`config.mk`:
```
export PLATFORM = sky130hd
export DESIGN_NAME = vgp_port_decode
export DESIGN_NICKNAME = d
export VERILOG_FILES = /design/src/common/vgp_pkg.sv /design/src/common/vgp_idx_if.sv /design/src/vgp_idx_bank.sv /design/src/vgp_port_decode.sv /design/src/vgp_strap_cap.sv
export SDC_FILE = /design/constraint.sdc
export NUM_CORES = 1
export LEC_CHECK = 0
export BUFFER_PORTS_ARGS = -buffer_cell sky130_fd_sc_hd__buf_2
export CAP_MARGIN = 20
export CORE_ASPECT_RATIO = 1.4
export CORE_MARGIN = 2
export CORE_UTILIZATION = 65
export DETAILED_ROUTE_END_ITERATION = 12
export GPL_TIMING_DRIVEN = 0
export PLACE_DENSITY_LB_ADDON = 0.05
export SYNTH_ARGS = -nofsm -noshare
export SYNTH_HDL_FRONTEND = slang
export SYNTH_SLANG_ARGS = --single-unit
```
`constraint.sdc`:
```
create_clock -name clk -period 5.3 [get_ports clk]
set_input_delay 0.265 -clock clk [delete_from_list [all_inputs] [get_ports clk]]
set_output_delay 0.265 -clock clk [all_outputs]
set_load 0.02 [all_outputs]
```
`src/common/vgp_pkg.sv`:
```
// vgp_pkg: port map, field layout and reset values of the host port decoder.
// assumes a 16-bit host i/o address and 8-bit i/o data.
package vgp_pkg;
  localparam int IO_AW = 16;
  // host i/o ports
  localparam logic [15:0] P_DISPLAY_TIMING_UNIT_INDEX_MONO = 16'h03b4;
  localparam logic [15:0] P_DISPLAY_TIMING_UNIT_DATA_MONO = 16'h03b5;
  localparam logic [15:0] P_COMPAT_MODE_CONTROL_MONO = 16'h03b8;
  localparam logic [15:0] P_LIGHT_PEN_PRESET_MONO = 16'h03b9;
  localparam logic [15:0] P_INPUT_STATUS_ONE_MONO = 16'h03ba;
  localparam logic [15:0] P_LIGHT_PEN_CLEAR_MONO = 16'h03bb;
  localparam logic [15:0] P_LEGACY_GRAPHICS_CARD_REG = 16'h03bf;
  localparam logic [15:0] P_ATTRIBUTE_INDEX_WRITE = 16'h03c0;
  localparam logic [15:0] P_ATTRIBUTE_DATA_READ = 16'h03c1;
  localparam logic [15:0] P_OUTPUT_CONTROL = 16'h03c2;
  localparam logic [15:0] P_SUBSYSTEM_ENABLE = 16'h03c3;
  localparam logic [15:0] P_SEQ_INDEX = 16'h03c4;
  localparam logic [15:0] P_SEQ_DATA = 16'h03c5;
  localparam logic [15:0] P_PIXEL_MASK = 16'h03c6;
  localparam logic [15:0] P_PALETTE_READ_ADDRESS = 16'h03c7;
  localparam logic [15:0] P_PALETTE_WRITE_ADDRESS = 16'h03c8;
  localparam logic [15:0] P_PALETTE_DATA = 16'h03c9;
  localparam logic [15:0] P_FEATURE_CONTROL_READ = 16'h03ca;
  localparam logic [15:0] P_OUTPUT_CONTROL_READ = 16'h03cc;
  localparam logic [15:0] P_GRAPHICS_INDEX = 16'h03ce;
  localparam logic [15:0] P_GRAPHICS_DATA = 16'h03cf;
  localparam logic [15:0] P_DISPLAY_TIMING_UNIT_INDEX_COLOR = 16'h03d4;
  localparam logic [15:0] P_DISPLAY_TIMING_UNIT_DATA_COLOR = 16'h03d5;
  localparam logic [15:0] P_COMPAT_MODE_CONTROL_COLOR = 16'h03d8;
  localparam logic [15:0] P_COMPAT_COLOR_SELECT = 16'h03d9;
  localparam logic [15:0] P_INPUT_STATUS_ONE_COLOR = 16'h03da;
  localparam logic [15:0] P_LIGHT_PEN_CLEAR_COLOR = 16'h03db;
  localparam logic [15:0] P_LIGHT_PEN_PRESET_COLOR = 16'h03dc;
  localparam logic [15:0] P_LEGACY_TERMINAL_MODE_REG = 16'h03de;
  // output control fields
  localparam int OC_VSYNC_NEG = 7;
  localparam int OC_HSYNC_NEG = 6;
  localparam int OC_PAGE_HI = 5;
  localparam int OC_CLK_HI = 3;
  localparam int OC_CLK_LO = 2;
  localparam int OC_VRAM_EN = 1;
  localparam int OC_COLOR_PORTS = 0;
  localparam logic [7:0] OC_WMASK = 8'hef;
  localparam logic [7:0] OC_RST = 8'h00;
  // feature control, subsystem enable, status fields
  localparam int FC_VSYNC_OR = 3;
  localparam logic [7:0] FC_WMASK = 8'h08;
  localparam logic [7:0] FC_RST = 8'h00;
  localparam logic [7:0] SUB_WMASK = 8'h01;
  localparam logic [7:0] SUB_RST = 8'h00;
  localparam int IS0_IRQ = 7;
  localparam int IS0_MON = 4;
  localparam int IS1_DIAG_LO = 4;
  localparam int IS1_VRET = 3;
  localparam int IS1_DISP = 0;
  localparam logic [7:0] COMPAT_RST = 8'h00;
  localparam logic [7:0] UNMAPPED_RDATA = 8'hff;
  // vertical frame size from the two sync polarity bits
  localparam logic [8:0] LINES_RSVD = 9'h000;
  localparam logic [8:0] LINES_400 = 9'h190;
  localparam logic [8:0] LINES_350 = 9'h15e;
  localparam logic [8:0] LINES_480 = 9'h1e0;
  // straps: set bits are the pulled-down group, latched inverted
  localparam logic [15:0] STRAP_INV = 16'h00f3;
  localparam int STRAP_PANEL_BIT = 15;
  localparam logic [1:0] STRAP_SETTLE = 2'h3;
  // index/data bank depths
  localparam int SEQ_DEPTH = 5;
  localparam int GFX_DEPTH = 9;
  localparam int DISPLAY_TIMING_UNIT_DEPTH = 25;
  localparam int ATTR_DEPTH = 21;
  typedef enum logic [1:0] {ATTR_IDX = 2'b01, ATTR_DAT = 2'b10} vgp_attr_e;
endpackage : vgp_pkg

```
`src/common/vgp_idx_if.sv`:
```
// vgp_idx_if: carries one index/data register pair between decoder and bank.
// assumes at most one of the two write strobes per cycle.
interface vgp_idx_if;
  logic idx_we;
  logic dat_we;
  logic [7:0] wdata;
  logic [7:0] idx_q;
  logic [7:0] dat_q;
  modport host (output idx_we, output dat_we, output wdata, input idx_q, input dat_q);
  modport bank (input idx_we, input dat_we, input wdata, output idx_q, output dat_q);
endinterface : vgp_idx_if

```
`src/vgp_idx_bank.sv`:
```
// vgp_idx_bank: one index register plus the data registers it selects.
// assumes single-cycle write strobes on the clk domain.
module vgp_idx_bank #(
  parameter int DEPTH = 8
) (
  // clock and reset
  input wire logic clk,
  input wire logic nrst,
  // decoder side
  vgp_idx_if.bank bus
);
  localparam int IW = $clog2(DEPTH);
  logic [7:0] idx_r;
  logic [7:0] mem_r [DEPTH];
  wire [IW-1:0] sel = idx_r[IW-1:0];
  wire in_range = int'(idx_r) < DEPTH;

  always_ff @(posedge clk or negedge nrst) begin
    if (!nrst) begin
      idx_r <= 8'h00;
      for (int i = 0; i < DEPTH; i++) mem_r[i] <= 8'h00;
    end else begin
      if (bus.idx_we) idx_r <= bus.wdata;
      if (bus.dat_we && in_range) mem_r[sel] <= bus.wdata;
    end
  end

  // out-of-range indexes read as zero and drop writes
  assign bus.idx_q = idx_r;
  assign bus.dat_q = in_range ? mem_r[sel] : 8'h00;
endmodule : vgp_idx_bank

```
`src/vgp_port_decode.sv`:
```
// vgp_port_decode: host i/o port decoder and general registers of the display
// controller. assumes io_rd/io_wr are one-cycle strobes from clk-domain logic,
// and that status inputs come from display logic on the same clock.
// Contract
// latch sixteen strap lines at power-up reset
// panel strap bit: 0 mono, 1 colour
// first strap group: pull-up reads as one
// second strap group: pull-down reads as one
// address-select bit moves status/feature ports 3Bx/3Dx
// output control written 3C2, read 3CC
// input status zero read-only at 3C2
// status one 3BA/3DA; feature reads 3CA
// bit 7 picks vertical sync polarity
// bit 6 picks horizontal sync polarity
// polarity bits encode 400/350/480 lines
// bit 5 picks upper page, modes 0-5
// attribute data written 3C0, read 3C1
// timing unit index/data at 3B4/3B5 or 3D4/3D5
// 3C3 enable external on channel-style bus
// light pen preset at 3B9 or 3DC
// light pen clear at 3BB or 3DB
// software writes zero to reserved bits
// provide legacy compatibility mode/colour/status registers
// palette strobes low on 3C6-3C9 accesses; the read strobe stays high on 3C7 reads
// data port reaches register chosen by index
module vgp_port_decode
  import vgp_pkg::*;
(
  // clock and reset
  input wire logic clk,
  input wire logic nrst,
  // host i/o
  input wire logic [IO_AW-1:0] io_addr,
  input wire logic io_rd,
  input wire logic io_wr,
  input wire logic [7:0] io_wdata,
  output logic [7:0] io_rdata,
  output logic io_rd_hit,
  // board configuration
  input wire logic chan_bus_mode,
  // status from display and palette logic
  input wire logic crt_irq_pend,
  input wire logic monitor_detect,
  input wire logic vretrace,
  input wire logic disp_inactive,
  input wire logic [1:0] diag_bits,
  input wire logic mode_0_5,
  input wire logic lpen_trig,
  input wire logic [7:0] pal_rdata,
  // palette strobes
  output logic palette_read_strobe_n,
  output logic palette_write_strobe_n,
  // output control, feature control and subsystem enable fields
  output logic vsync_neg,
  output logic hsync_neg,
  output logic [8:0] frame_lines,
  output logic frame_size_rsvd,
  output logic page_upper,
  output logic [1:0] clk_sel,
  output logic vram_enable,
  output logic color_ports,
  output logic vsync_or_vde,
  output logic video_enable,
  // compatibility registers
  output logic lpen_latched,
  output logic [7:0] compat_mode_mono,
  output logic [7:0] compat_mode_color,
  output logic [7:0] compat_color_sel,
  output logic [7:0] legacy_graphics,
  output logic [7:0] legacy_terminal,
  // straps
  input wire logic [15:0] strap_memory_lines,
  output logic [15:0] strap_cfg,
  output logic strap_valid,
  output logic panel_color_strap_bit
);
  logic [7:0] oc_r, fc_r, sub_r, rdata_r;
  logic [7:0] mode_mono_r, mode_color_r, color_sel_r, lgfx_r, lterm_r;
  logic lpen_r, rd_hit_r;
  vgp_attr_e attr_r, attr_nxt;

  vgp_idx_if seq_if ();
  vgp_idx_if gfx_if ();
  vgp_idx_if dtu_if ();
  vgp_idx_if attr_if ();

  // port decode; the ? ports follow the address-select bit
  wire [IO_AW-1:0] a = io_addr;
  wire cp = oc_r[OC_COLOR_PORTS];
  wire is_dtu_idx = cp ? a == P_DISPLAY_TIMING_UNIT_INDEX_COLOR : a == P_DISPLAY_TIMING_UNIT_INDEX_MONO;
  wire is_dtu_dat = cp ? a == P_DISPLAY_TIMING_UNIT_DATA_COLOR : a == P_DISPLAY_TIMING_UNIT_DATA_MONO;
  wire is_stat1 = cp ? a == P_INPUT_STATUS_ONE_COLOR : a == P_INPUT_STATUS_ONE_MONO;
  wire is_lp_pre = cp ? a == P_LIGHT_PEN_PRESET_COLOR : a == P_LIGHT_PEN_PRESET_MONO;
  wire is_lp_clr = cp ? a == P_LIGHT_PEN_CLEAR_COLOR : a == P_LIGHT_PEN_CLEAR_MONO;
  wire is_mode_m = !cp && a == P_COMPAT_MODE_CONTROL_MONO;
  wire is_mode_c = cp && a == P_COMPAT_MODE_CONTROL_COLOR;
  wire is_csel = cp && a == P_COMPAT_COLOR_SELECT;
  wire is_lgfx = a == P_LEGACY_GRAPHICS_CARD_REG;
  wire is_lterm = a == P_LEGACY_TERMINAL_MODE_REG;
  wire is_oc_w = a == P_OUTPUT_CONTROL;
  wire is_oc_r = a == P_OUTPUT_CONTROL_READ;
  wire is_fc_r = a == P_FEATURE_CONTROL_READ;
  // with the channel-style bus the enable register lives off-chip
  wire is_sub = !chan_bus_mode && a == P_SUBSYSTEM_ENABLE;
  wire is_attr_i = a == P_ATTRIBUTE_INDEX_WRITE;
  wire is_attr_d = a == P_ATTRIBUTE_DATA_READ;
  wire is_seq_i = a == P_SEQ_INDEX;
  wire is_seq_d = a == P_SEQ_DATA;
  wire is_gfx_i = a == P_GRAPHICS_INDEX;
  wire is_gfx_d = a == P_GRAPHICS_DATA;
  wire is_pal = a >= P_PIXEL_MASK && a <= P_PALETTE_DATA;
  wire is_pal_rs = a == P_PIXEL_MASK || a == P_PALETTE_WRITE_ADDRESS || a == P_PALETTE_DATA;

  // write enables and the status-one read strobe
  wire wr_oc = io_wr && is_oc_w;
  wire wr_fc = io_wr && is_stat1;
  wire wr_sub = io_wr && is_sub;
  wire wr_attr = io_wr && is_attr_i;
  wire rd_stat1 = io_rd && is_stat1;

  // palette strobes are level decodes of the host strobes
  assign palette_read_strobe_n = !(io_rd && is_pal_rs);
  assign palette_write_strobe_n = !(io_wr && is_pal);

  // index/data pairs
  assign seq_if.idx_we = io_wr && is_seq_i;
  assign seq_if.dat_we = io_wr && is_seq_d;
  assign seq_if.wdata = io_wdata;
  assign gfx_if.idx_we = io_wr && is_gfx_i;
  assign gfx_if.dat_we = io_wr && is_gfx_d;
  assign gfx_if.wdata = io_wdata;
  assign dtu_if.idx_we = io_wr && is_dtu_idx;
  assign dtu_if.dat_we = io_wr && is_dtu_dat;
  assign dtu_if.wdata = io_wdata;
  // 3C0 alternates between index and data on successive writes
  assign attr_if.idx_we = wr_attr && attr_r == ATTR_IDX;
  assign attr_if.dat_we = wr_attr && attr_r == ATTR_DAT;
  assign attr_if.wdata = io_wdata;

  vgp_idx_bank #(.DEPTH(SEQ_DEPTH)) u_seq (.clk(clk), .nrst(nrst), .bus(seq_if.bank));
  vgp_idx_bank #(.DEPTH(GFX_DEPTH)) u_gfx (.clk(clk), .nrst(nrst), .bus(gfx_if.bank));
  vgp_idx_bank #(.DEPTH(DISPLAY_TIMING_UNIT_DEPTH)) u_dtu (.clk(clk), .nrst(nrst), .bus(dtu_if.bank));
  vgp_idx_bank #(.DEPTH(ATTR_DEPTH)) u_attr (.clk(clk), .nrst(nrst), .bus(attr_if.bank));

  vgp_strap_cap u_strap (
    .clk(clk),
    .nrst(nrst),
    .strap_memory_lines(strap_memory_lines),
    .strap_cfg(strap_cfg),
    .strap_valid(strap_valid)
  );
  assign panel_color_strap_bit = strap_cfg[STRAP_PANEL_BIT];

  // attribute port state: a status-one read forces the index phase
  always_comb begin
    attr_nxt = attr_r;
    if (rd_stat1) begin
      attr_nxt = ATTR_IDX;
    end else if (wr_attr) begin
      unique case (attr_r)
        ATTR_IDX: attr_nxt = ATTR_DAT;
        ATTR_DAT: attr_nxt = ATTR_IDX;
        default: attr_nxt = ATTR_IDX;
      endcase
    end
  end

  // status words; reserved bits read zero
  wire [7:0] stat0 = {crt_irq_pend, 2'h0, monitor_detect, 4'h0};
  wire [7:0] stat1 = {2'h0, diag_bits, vretrace, 2'h0, disp_inactive};

  // read selection; write-only ports fall through to unmapped
  wire rd_mapped = is_oc_w || is_oc_r || is_stat1 || is_fc_r || is_sub ||
                   is_seq_i || is_seq_d || is_gfx_i || is_gfx_d ||
                   is_dtu_idx || is_dtu_dat || is_attr_i || is_attr_d || is_pal;
  wire [7:0] rd_mux =
    is_oc_w ? stat0 :
    is_oc_r ? oc_r :
    is_stat1 ? stat1 :
    is_fc_r ? fc_r :
    is_sub ? sub_r :
    is_seq_i ? seq_if.idx_q :
    is_seq_d ? seq_if.dat_q :
    is_gfx_i ? gfx_if.idx_q :
    is_gfx_d ? gfx_if.dat_q :
    is_dtu_idx ? dtu_if.idx_q :
    is_dtu_dat ? dtu_if.dat_q :
    is_attr_i ? attr_if.idx_q :
    is_attr_d ? attr_if.dat_q :
    is_pal ? pal_rdata : UNMAPPED_RDATA;

  always_ff @(posedge clk or negedge nrst) begin
    if (!nrst) begin
      rdata_r <= UNMAPPED_RDATA;
      rd_hit_r <= 1'b0;
    end else begin
      rd_hit_r <= io_rd && rd_mapped;
      if (io_rd) rdata_r <= rd_mapped ? rd_mux : UNMAPPED_RDATA;
    end
  end
  assign io_rdata = rdata_r;
  assign io_rd_hit = rd_hit_r;

  // general registers; reserved bits are dropped on write so they read zero
  always_ff @(posedge clk or negedge nrst) begin
    if (!nrst) begin
      oc_r <= OC_RST;
      fc_r <= FC_RST;
      sub_r <= SUB_RST;
      attr_r <= ATTR_IDX;
    end else begin
      if (wr_oc) oc_r <= io_wdata & OC_WMASK;
      if (wr_fc) fc_r <= io_wdata & FC_WMASK;
      if (wr_sub) sub_r <= io_wdata & SUB_WMASK;
      attr_r <= attr_nxt;
    end
  end

  // compatibility registers
  always_ff @(posedge clk or negedge nrst) begin
    if (!nrst) begin
      mode_mono_r <= COMPAT_RST;
      mode_color_r <= COMPAT_RST;
      color_sel_r <= COMPAT_RST;
      lgfx_r <= COMPAT_RST;
      lterm_r <= COMPAT_RST;
    end else begin
      if (io_wr && is_mode_m) mode_mono_r <= io_wdata;
      if (io_wr && is_mode_c) mode_color_r <= io_wdata;
      if (io_wr && is_csel) color_sel_r <= io_wdata;
      if (io_wr && is_lgfx) lgfx_r <= io_wdata;
      if (io_wr && is_lterm) lterm_r <= io_wdata;
    end
  end

  // light pen latch: a trigger in the clearing cycle still sets it
  always_ff @(posedge clk or negedge nrst) begin
    if (!nrst) lpen_r <= 1'b0;
    else if (lpen_trig || (io_wr && is_lp_pre)) lpen_r <= 1'b1;
    else if (io_wr && is_lp_clr) lpen_r <= 1'b0;
  end

  // field outputs
  wire [1:0] pol = {oc_r[OC_VSYNC_NEG], oc_r[OC_HSYNC_NEG]};
  assign vsync_neg = pol[1];
  assign hsync_neg = pol[0];
  // code 00 is illegal; flagged so the timing unit can hold its previous size
  assign frame_lines = pol == 2'b01 ? LINES_400 :
                       pol == 2'b10 ? LINES_350 :
                       pol == 2'b11 ? LINES_480 : LINES_RSVD;
  assign frame_size_rsvd = pol == 2'b00;
  assign page_upper = mode_0_5 && oc_r[OC_PAGE_HI];
  assign clk_sel = {oc_r[OC_CLK_HI], oc_r[OC_CLK_LO]};
  assign vram_enable = oc_r[OC_VRAM_EN];
  assign color_ports = cp;
  assign vsync_or_vde = fc_r[FC_VSYNC_OR];
  assign video_enable = sub_r[0];
  assign lpen_latched = lpen_r;
  assign compat_mode_mono = mode_mono_r;
  assign compat_mode_color = mode_color_r;
  assign compat_color_sel = color_sel_r;
  assign legacy_graphics = lgfx_r;
  assign legacy_terminal = lterm_r;
endmodule : vgp_port_decode

```
`src/vgp_strap_cap.sv`:
```
// vgp_strap_cap: catches the strap levels on the memory data lines after reset.
// assumes the straps are static pins, asynchronous to clk.
module vgp_strap_cap
  import vgp_pkg::*;
(
  // clock and reset
  input wire logic clk,
  input wire logic nrst,
  // pins
  input wire logic [15:0] strap_memory_lines,
  // configuration out
  output logic [15:0] strap_cfg,
  output logic strap_valid
);
  logic [15:0] s1_r, s2_r, s3_r;
  logic [1:0] cnt_r;
  logic done_r;
  wire settled = cnt_r == STRAP_SETTLE && s2_r == s3_r;

  always_ff @(posedge clk or negedge nrst) begin
    if (!nrst) begin
      s1_r <= 16'h0000;
      s2_r <= 16'h0000;
      s3_r <= 16'h0000;
      cnt_r <= 2'h0;
      done_r <= 1'b0;
      strap_cfg <= 16'h0000;
    end else begin
      s1_r <= strap_memory_lines;
      s2_r <= s1_r;
      s3_r <= s2_r;
      if (cnt_r != STRAP_SETTLE) cnt_r <= cnt_r + 2'h1;
      // latched once only; later pin activity is ordinary memory traffic
      if (!done_r && settled) begin
        strap_cfg <= s3_r ^ STRAP_INV;
        done_r <= 1'b1;
      end
    end
  end
  assign strap_valid = done_r;
endmodule : vgp_strap_cap

```
Word-level counts from Yosys, hierarchy flattened
Cells that the tools add are included.

Register bits: 640. Bits in latches: 0. Memory bits (writable): 0. ROM bits: 0. Input bits: 61. Output and inout port bits: 89. Word-level logic and storage cells: 257. Memories kept: 0.

Add/sub/neg operators: 1. $mul: 0. Divide/modulo/power cells: 0. Magnitude comparators: 14. Equal/unequal tests: 36. Shift-type cells: 0. Muxes and demuxes: 56. Bitwise gates (word level): 5. Reduce and logical (&&, ||, !) cells: 63.

Operator list (number): $eq 16x10->1 const B (28); $mux 8 (31); $bwmux 200 (1); $bwmux 168 (1); $bmux 8 s5 (2); $demux 8 s5 (2); $bwmux 72 (1); $bwmux 40 (1); $logic_and 1x1->1 (39); $bmux 8 s4 (1); $demux 8 s4 (1); $mux 9 (3); $bmux 8 s3 (1); $demux 8 s3 (1); $eq 16x16->1 (1); $ge 16x10->1 const B (1); $le 16x10->1 const B (1); $logic_or 1x1->1 (16); $lt 8x5->1 const B (2); $ge 6x6->1 const B (2); $lt 6x1->1 const B (2); $not 5->6 (2); $eq 2x2->1 const B (4); $lt 8x3->1 const B (1); 16 further kinds (30).

Logic depth before layout (Yosys ltp)
Depth in word-level cells: 19. Depth in mapped cells: 11.

Hierarchy
A second synthesis with hierarchy kept.

Cells, all modules: 2193. Area, all modules: 30041.3 um2.

Modules (own cells, without submodules): vgp_idx_bank at u_dtu (instances 1, cells an instance 635, area an instance 9641.7 um2, seq. area each 5205.0 um2); vgp_idx_bank at u_attr (instances 1, cells an instance 613, area an instance 8309.2 um2, seq. area each 4404.2 um2); vgp_port_decode (instances 1, cells an instance 416, area an instance 4078.9 um2, seq. area each 1537.7 um2); vgp_idx_bank at u_gfx (instances 1, cells an instance 247, area an instance 3624.7 um2, seq. area each 2001.9 um2); vgp_idx_bank at u_seq (instances 1, cells an instance 166, area an instance 2252.2 um2, seq. area each 1201.2 um2); vgp_strap_cap (instances 1, cells an instance 116, area an instance 2134.5 um2, seq. area each 1676.6 um2).

Worst setup path before layout
OpenSTA, ideal clock, no wires.

Path type: input to register. Start point: input port io_addr[13]. End point: register u_gfx.mem_r[11] (netlist bit). Library setup time: 0.128 ns. Data arrival time: 2.474 ns. Data required time: 5.172 ns. Slack: 2.699 ns. Stages: 7. Buffers on the path: 0. Path through: or4_4 or4_4 nor2_4 nand2_1 nor3_4 nand3_4 mux2_1.

Word-level cells in the longest chain between the ends: 3.

RTL lines: start: declaration (RTL line vgp_port_decode.sv:33) `input wire logic [IO_AW-1:0] io_addr,`; $eq 16x10->1 (RTL line vgp_port_decode.sv:110) `wire is_gfx_d = a == P_GRAPHICS_DATA;`; $logic_and 1x1->1 (RTL line vgp_port_decode.sv:130) `assign gfx_if.dat_we = io_wr && is_gfx_d;`; $logic_and 1x1->1 (RTL line vgp_idx_bank.sv:24) `if (bus.dat_we && in_range) mem_r[sel] <= bus.wdata;`; end signal: indexed assignment (RTL line vgp_idx_bank.sv:24); end: declaration (RTL line vgp_idx_bank.sv:14) `logic [7:0] mem_r [DEPTH];`.

No other way between the ends. A chain may end at the register's enable or synchronous reset.

Final worst setup path
Start point: register u_attr.idx_r[0], in the netlist u_attr.bus.idx_q[0]. End point: register rdata_r[4], in the netlist io_rdata[4].

Word-level cells in the longest chain between the ends: 19. Elaborated cells on any way between the ends: 20. Classes of those cells: order compare: 1; mux: 18; bitwise: 1.

RTL lines: start: declaration (RTL line vgp_idx_bank.sv:13) `logic [7:0] idx_r;`; start signal: assignment (RTL line vgp_idx_bank.sv:23) `if (bus.idx_we) idx_r <= bus.wdata;`; $not 5->6 (not written as such) (RTL line vgp_idx_bank.sv:30) `assign bus.dat_q = in_range ? mem_r[sel] : 8'h00;`; $bmux 8 s5 (RTL line vgp_idx_bank.sv:30); $mux 8 (not written as such) (2 in a row) (RTL line vgp_idx_bank.sv:30); $mux 8 (*) (RTL line vgp_idx_bank.sv:30); $mux 8 (*) (RTL line vgp_port_decode.sv:189) `is_attr_d ? attr_if.dat_q :`; $mux 8 (*) (RTL line vgp_port_decode.sv:188) `is_attr_i ? attr_if.idx_q :`; $mux 8 (*) (RTL line vgp_port_decode.sv:187) `is_dtu_dat ? dtu_if.dat_q :`; $mux 8 (*) (RTL line vgp_port_decode.sv:186) `is_dtu_idx ? dtu_if.idx_q :`; (+2 left out); $mux 8 (*) (RTL line vgp_port_decode.sv:183) `is_seq_d ? seq_if.dat_q :`; $mux 8 (*) (RTL line vgp_port_decode.sv:182) `is_seq_i ? seq_if.idx_q :`; $mux 8 (*) (RTL line vgp_port_decode.sv:181) `is_sub ? sub_r :`; $mux 8 (*) (RTL line vgp_port_decode.sv:180) `is_fc_r ? fc_r :`; $mux 8 (*) (RTL line vgp_port_decode.sv:179) `is_stat1 ? stat1 :`; $mux 8 (*) (RTL line vgp_port_decode.sv:178) `is_oc_r ? oc_r :`; $mux 8 (*) (RTL line vgp_port_decode.sv:177) `is_oc_w ? stat0 :`; $mux 8 (*) (RTL line vgp_port_decode.sv:198) `if (io_rd) rdata_r <= rd_mapped ? rd_mux : UNMAPPED_RDATA;`; end signal: assignment (RTL line vgp_port_decode.sv:198); end: declaration (RTL line vgp_port_decode.sv:77) `logic [7:0] oc_r, fc_r, sub_r, rdata_r;`.

Every way passes the cells marked *; elsewhere a longest branch is shown, timed or not. The select of a mux whose other input is x is not followed.

==> results.yml <==
detailed_routing:
  wl_um: 86600
  drt-initial-drc-count: 1681
  antenna_left: 0
  dr.pass1.iters: 5
  routedWlPerCell_um: 28.3
  drc: 0
  dr_total_vias: 20200
  vias_per_cell: 6.62
placement:
  preCtsSetupSlack_ns: 0.800
  io_buffers: 141
  gp_congestion: 0.992
  place_hpwl_um: 61000
  placed_area_sq_mm: 0.0314
  dp_cells: 2926
sta:
  hold_viol: 0
  fin_ws_ns: 0.553
  fin_skew_ns: 0.0136
  finalSetupViolCount: 0
  finalMaxSlewViolations: 0
  fin_crit_ns: 4.75
  tightestPinTransition_ns: 1.20
  fmax_ghz: 0.211
  whs_ns: 0.0339
  relSlewSlack_pct: 20.0
  grt_setup_unrepaired: "false"
  fin_crit_sh_pct: 89.6
clocking:
  cts_setup_buffers: 0
  cts_made_buffers: 58
  cts_buffer_depth: 3
  htree_levels: 2
  cts_tree: "done"
  clk_pin_slew_ns: 0.07
  insertion_delay_ns: 0.60
  clkSinkCount: 640
  clockRootBuffer: "clkbuf_16"
yosys:
  yosysUniqueCellTypes: 87
  synth_area_leaders: "dfrtp_1 53%, mux2_2 21%, mux4_2 5.4%, mux2i_1 2.8%, clkbuf_1 1.5%"
  yosysTopAreaCellShare_pct: 53.1
  ys_seq_area_share_pct: 53.9
  ys_warn_count: 0
  syn-instance-count: 2166
  syn_avg_cell_area_sq_um: 13.7
  syn-num-nets: 2234
  synthFlopType: "dfrtp_1"
  ys_seq_elements: 640
  synth_common_cells: "631 x dfrtp_1, 550 x mux2_2, 122 x clkbuf_1"
  syn-cell-area_sq_mm: 0.0297
  synth-edff-count: 0
  synth_most_common_cell: "dfrtp_1"
  yosysTopAreaCell: "dfrtp_1"
  async_reset_ff_share_pct: 100
setup_path:
  cp_max_fo: 10
  worstSetupPathType: "reg -> reg"
  crit_slowest_cell: "buf_1"
  critPathMaxStageDelay_ns: 0.95
  worst-path-buf-inv: 3
  ff2ff_setup_slack_ns: 0.55
  start_kind: "flop"
  end_kind: "flop"
  r2r-start: "u_attr.bus.idx_q[0]$_DFFE_PN0P_"
  path_cells: "buf_2 -> buf_1 -> buf_1 -> mux2i_1 -> o22ai_1 -> nor4_1 -> nand3_1 -> o2111a_1 -> nor3_1 -> o22ai_1"
  crit_family: "buffers and inverters"
  crit_arrival_ns: 5.23
  rr_endpoint: "io_rdata[4]$_DFFE_PN1P_"
  cp.required_ns: 5.78
  rr_worst_depth: 10
cells_and_area:
  postLayoutCellArea_sq_mm: 0.0335
  num-nets-final: 2462
  fillCellCount: 3053
  drive_gt1_share_pct: 39.7
  area_growth_pct: 12.9
  regArea_sq_mm: 0.0160
  multi_input_area_sq_mm: 0.0130
  layout.cells.non_filler: 3054
job:
  maxCapViolations: 0
grt:
  grtUsageTotal_pct: 37.1
  grt.overflow.total: 0
  grt_pass1_wl_um: 130000
  antenna_found_initial: 3
  grt_pass1_vias: 20800
  grt_max_degree: 135
worst_hold_path:
  worstHoldStart: "io_rd"
  holdPathStages: 3
  hold_path_end: "io_rdata[3]$_DFFE_PN1P_"
  hold_class: "in -> reg"
power_and_ir_drop:
  clkPwrFrac_pct: 45.3
  switching_share_pct: 21.9
  p_sw_mw: 2.10
  p_int_mw: 7.48
  combPwrFrac_pct: 3.4
  peakVddDrop_mv: 0.306
  power_frac_seq_pct: 51.3
  p_per_area_mw_per_mm2: 286
  power.leakage_nw: 15.8
  total_power_mw: 9.58
outcome:
  outcome: "finished, final reports clean"
die:
  pin_count: 150
  start_util_pct: 65.8
  die_area_sq_mm: 0.0475
  die_h_um: 257
  core_sq_mm: 0.0451
  rows: 92
  die_w_um: 185
==> kinds of logic (layout without fill, tap and decap cells) <==
family	Yosys count	in the layout	share of synthesized area [%]
mux	732	732	30.1
xor+xnor	17	17	0.501
buf+inv	178	453	2.40
flops	640	640	53.9
fa+ha+maj	7	7	0.295
other cells	1	3	0.0126
compound gates	216	216	4.96
simple gates	375	375	7.81
==> per-stage QoR <==
step	setup TNS [ns]	utilization, %
after global placement	-5370.39	69.1
after floorplan	0	-
after global routing	0	74.3
final	0	74.3
after CTS	0	74.3
after detailed placement	0	69.5
==> worst max path at each step <==
| stage | slack [ns] | cells past startpoint | start | endpoint |
|---|---|---|---|---|
| 5_1_grt | 0.67 | 10 | u_attr.bus.idx_q[0]$_DFFE_PN0P_ | io_rdata[4]$_DFFE_PN1P_ |
| 4_1_cts | 0.79 | 10 | u_attr.bus.idx_q[0]$_DFFE_PN0P_ | io_rdata[4]$_DFFE_PN1P_ |
| 6_report | 0.55 | 10 | u_attr.bus.idx_q[0]$_DFFE_PN0P_ | io_rdata[4]$_DFFE_PN1P_ |
| 3_5_place_dp | 0.80 | 10 | u_attr.bus.idx_q[0]$_DFFE_PN0P_ | io_rdata[4]$_DFFE_PN1P_ |
| 2_1_floorplan | 2.70 | 7 | io_addr[13] | u_gfx.mem_r[11]$_DFFE_PN0P_ |
| 3_3_place_gp | -8.54 | 1 | nrst | u_gfx.mem_r[42]$_DFFE_PN0P_ |
==> cell type report <==
class / instances / area share (%)
sequential: 640 / 47.8
multi-input combinational: 1348 / 38.7
clock buffer: 89 / 5.31
timing repair buffer: 168 / 3.17
tap: 611 / 2.28
buffer: 160 / 1.93
clock inverter: 18 / 0.612
inverter: 18 / 0.201
antenna: 2 / 0.0149
==> power by group through the flow <==
stage               Clock, mW  Sequential (mW)  Combinational (mW)
global route             4.58             4.91               0.357
CTS                      4.37             4.92               0.327
floorplan                   0             5.01              0.0912
finish                   4.34             4.92               0.329
global placement            0             5.01               0.294
detailed placement          0             5.01               0.315
==> layer usage <==
layer	track usage [%]	share of wire (%)	vias up	wire, um
met1	48.0	38	10500	33300
met2	59.4	48	961	41500
met3	5.83	6.6	309	5680
met4	22.5	7.0	4	6080
li1	-	-	8468	-
met5	0	0.030	-	26
==> worst register-to-register path: stages, from the launching register on <==
cell      delay [ns]
dfrtp_1         0.37
buf_2           0.30
buf_1           0.72
buf_1           0.96
mux2i_1         0.29
o22ai_1         0.19
nor4_1          0.67
nand3_1         0.23
o2111a_1        0.19
nor3_1          0.56
o22ai_1         0.15
==> flip-flops by register name, summed over array words and instances (netlist names), 16 cells and up <==
name,flops
u_gfx.mem_r,72
u_strap.s3_r,16
u_attr.mem_r,168
u_dtu.mem_r,200
u_strap.strap_cfg,16
u_strap.s1_r,16
u_seq.mem_r,40
u_strap.s2_r,16
==> layout by cell type, fill, tap and decap left out, types with 10 or more instances in the layout <==
| master | instances |
|---|---|
| xor2_1 | 12 |
| mux2_2 | 550 |
| nor2b_1 | 14 |
| o221ai_1 | 11 |
| nand4_1 | 16 |
| mux2i_1 | 82 |
| buf_1 | 15 |
| a21oi_1 | 30 |
| o22ai_1 | 27 |
| clkinv_2 | 10 |
| mux4_2 | 71 |
| clkbuf_8 | 15 |
| clkbuf_16 | 61 |
| nand2b_1 | 15 |
| buf_2 | 156 |
| nand3_1 | 19 |
| and3_1 | 11 |
| buf_4 | 11 |
| dlygate4sd3_1 | 18 |
| nor4_1 | 11 |
| a22oi_1 | 11 |
| nor2_1 | 47 |
| a211oi_1 | 16 |
| inv_1 | 16 |
| nand2_1 | 82 |
| o21ai_0 | 46 |
| nor3_1 | 32 |
| nor2_2 | 28 |
| clkbuf_1 | 135 |
| dfrtp_1 | 631 |
| or3_1 | 11 |
| mux2_1 | 29 |
==> timing repair <==
action | CTS | global route
resized for setup | 0 | 0
hold buffers | 18 | 0
endpoints found under the hold margin | 116 | 0
No activity file was read; power rests on OpenSTA's default activity.
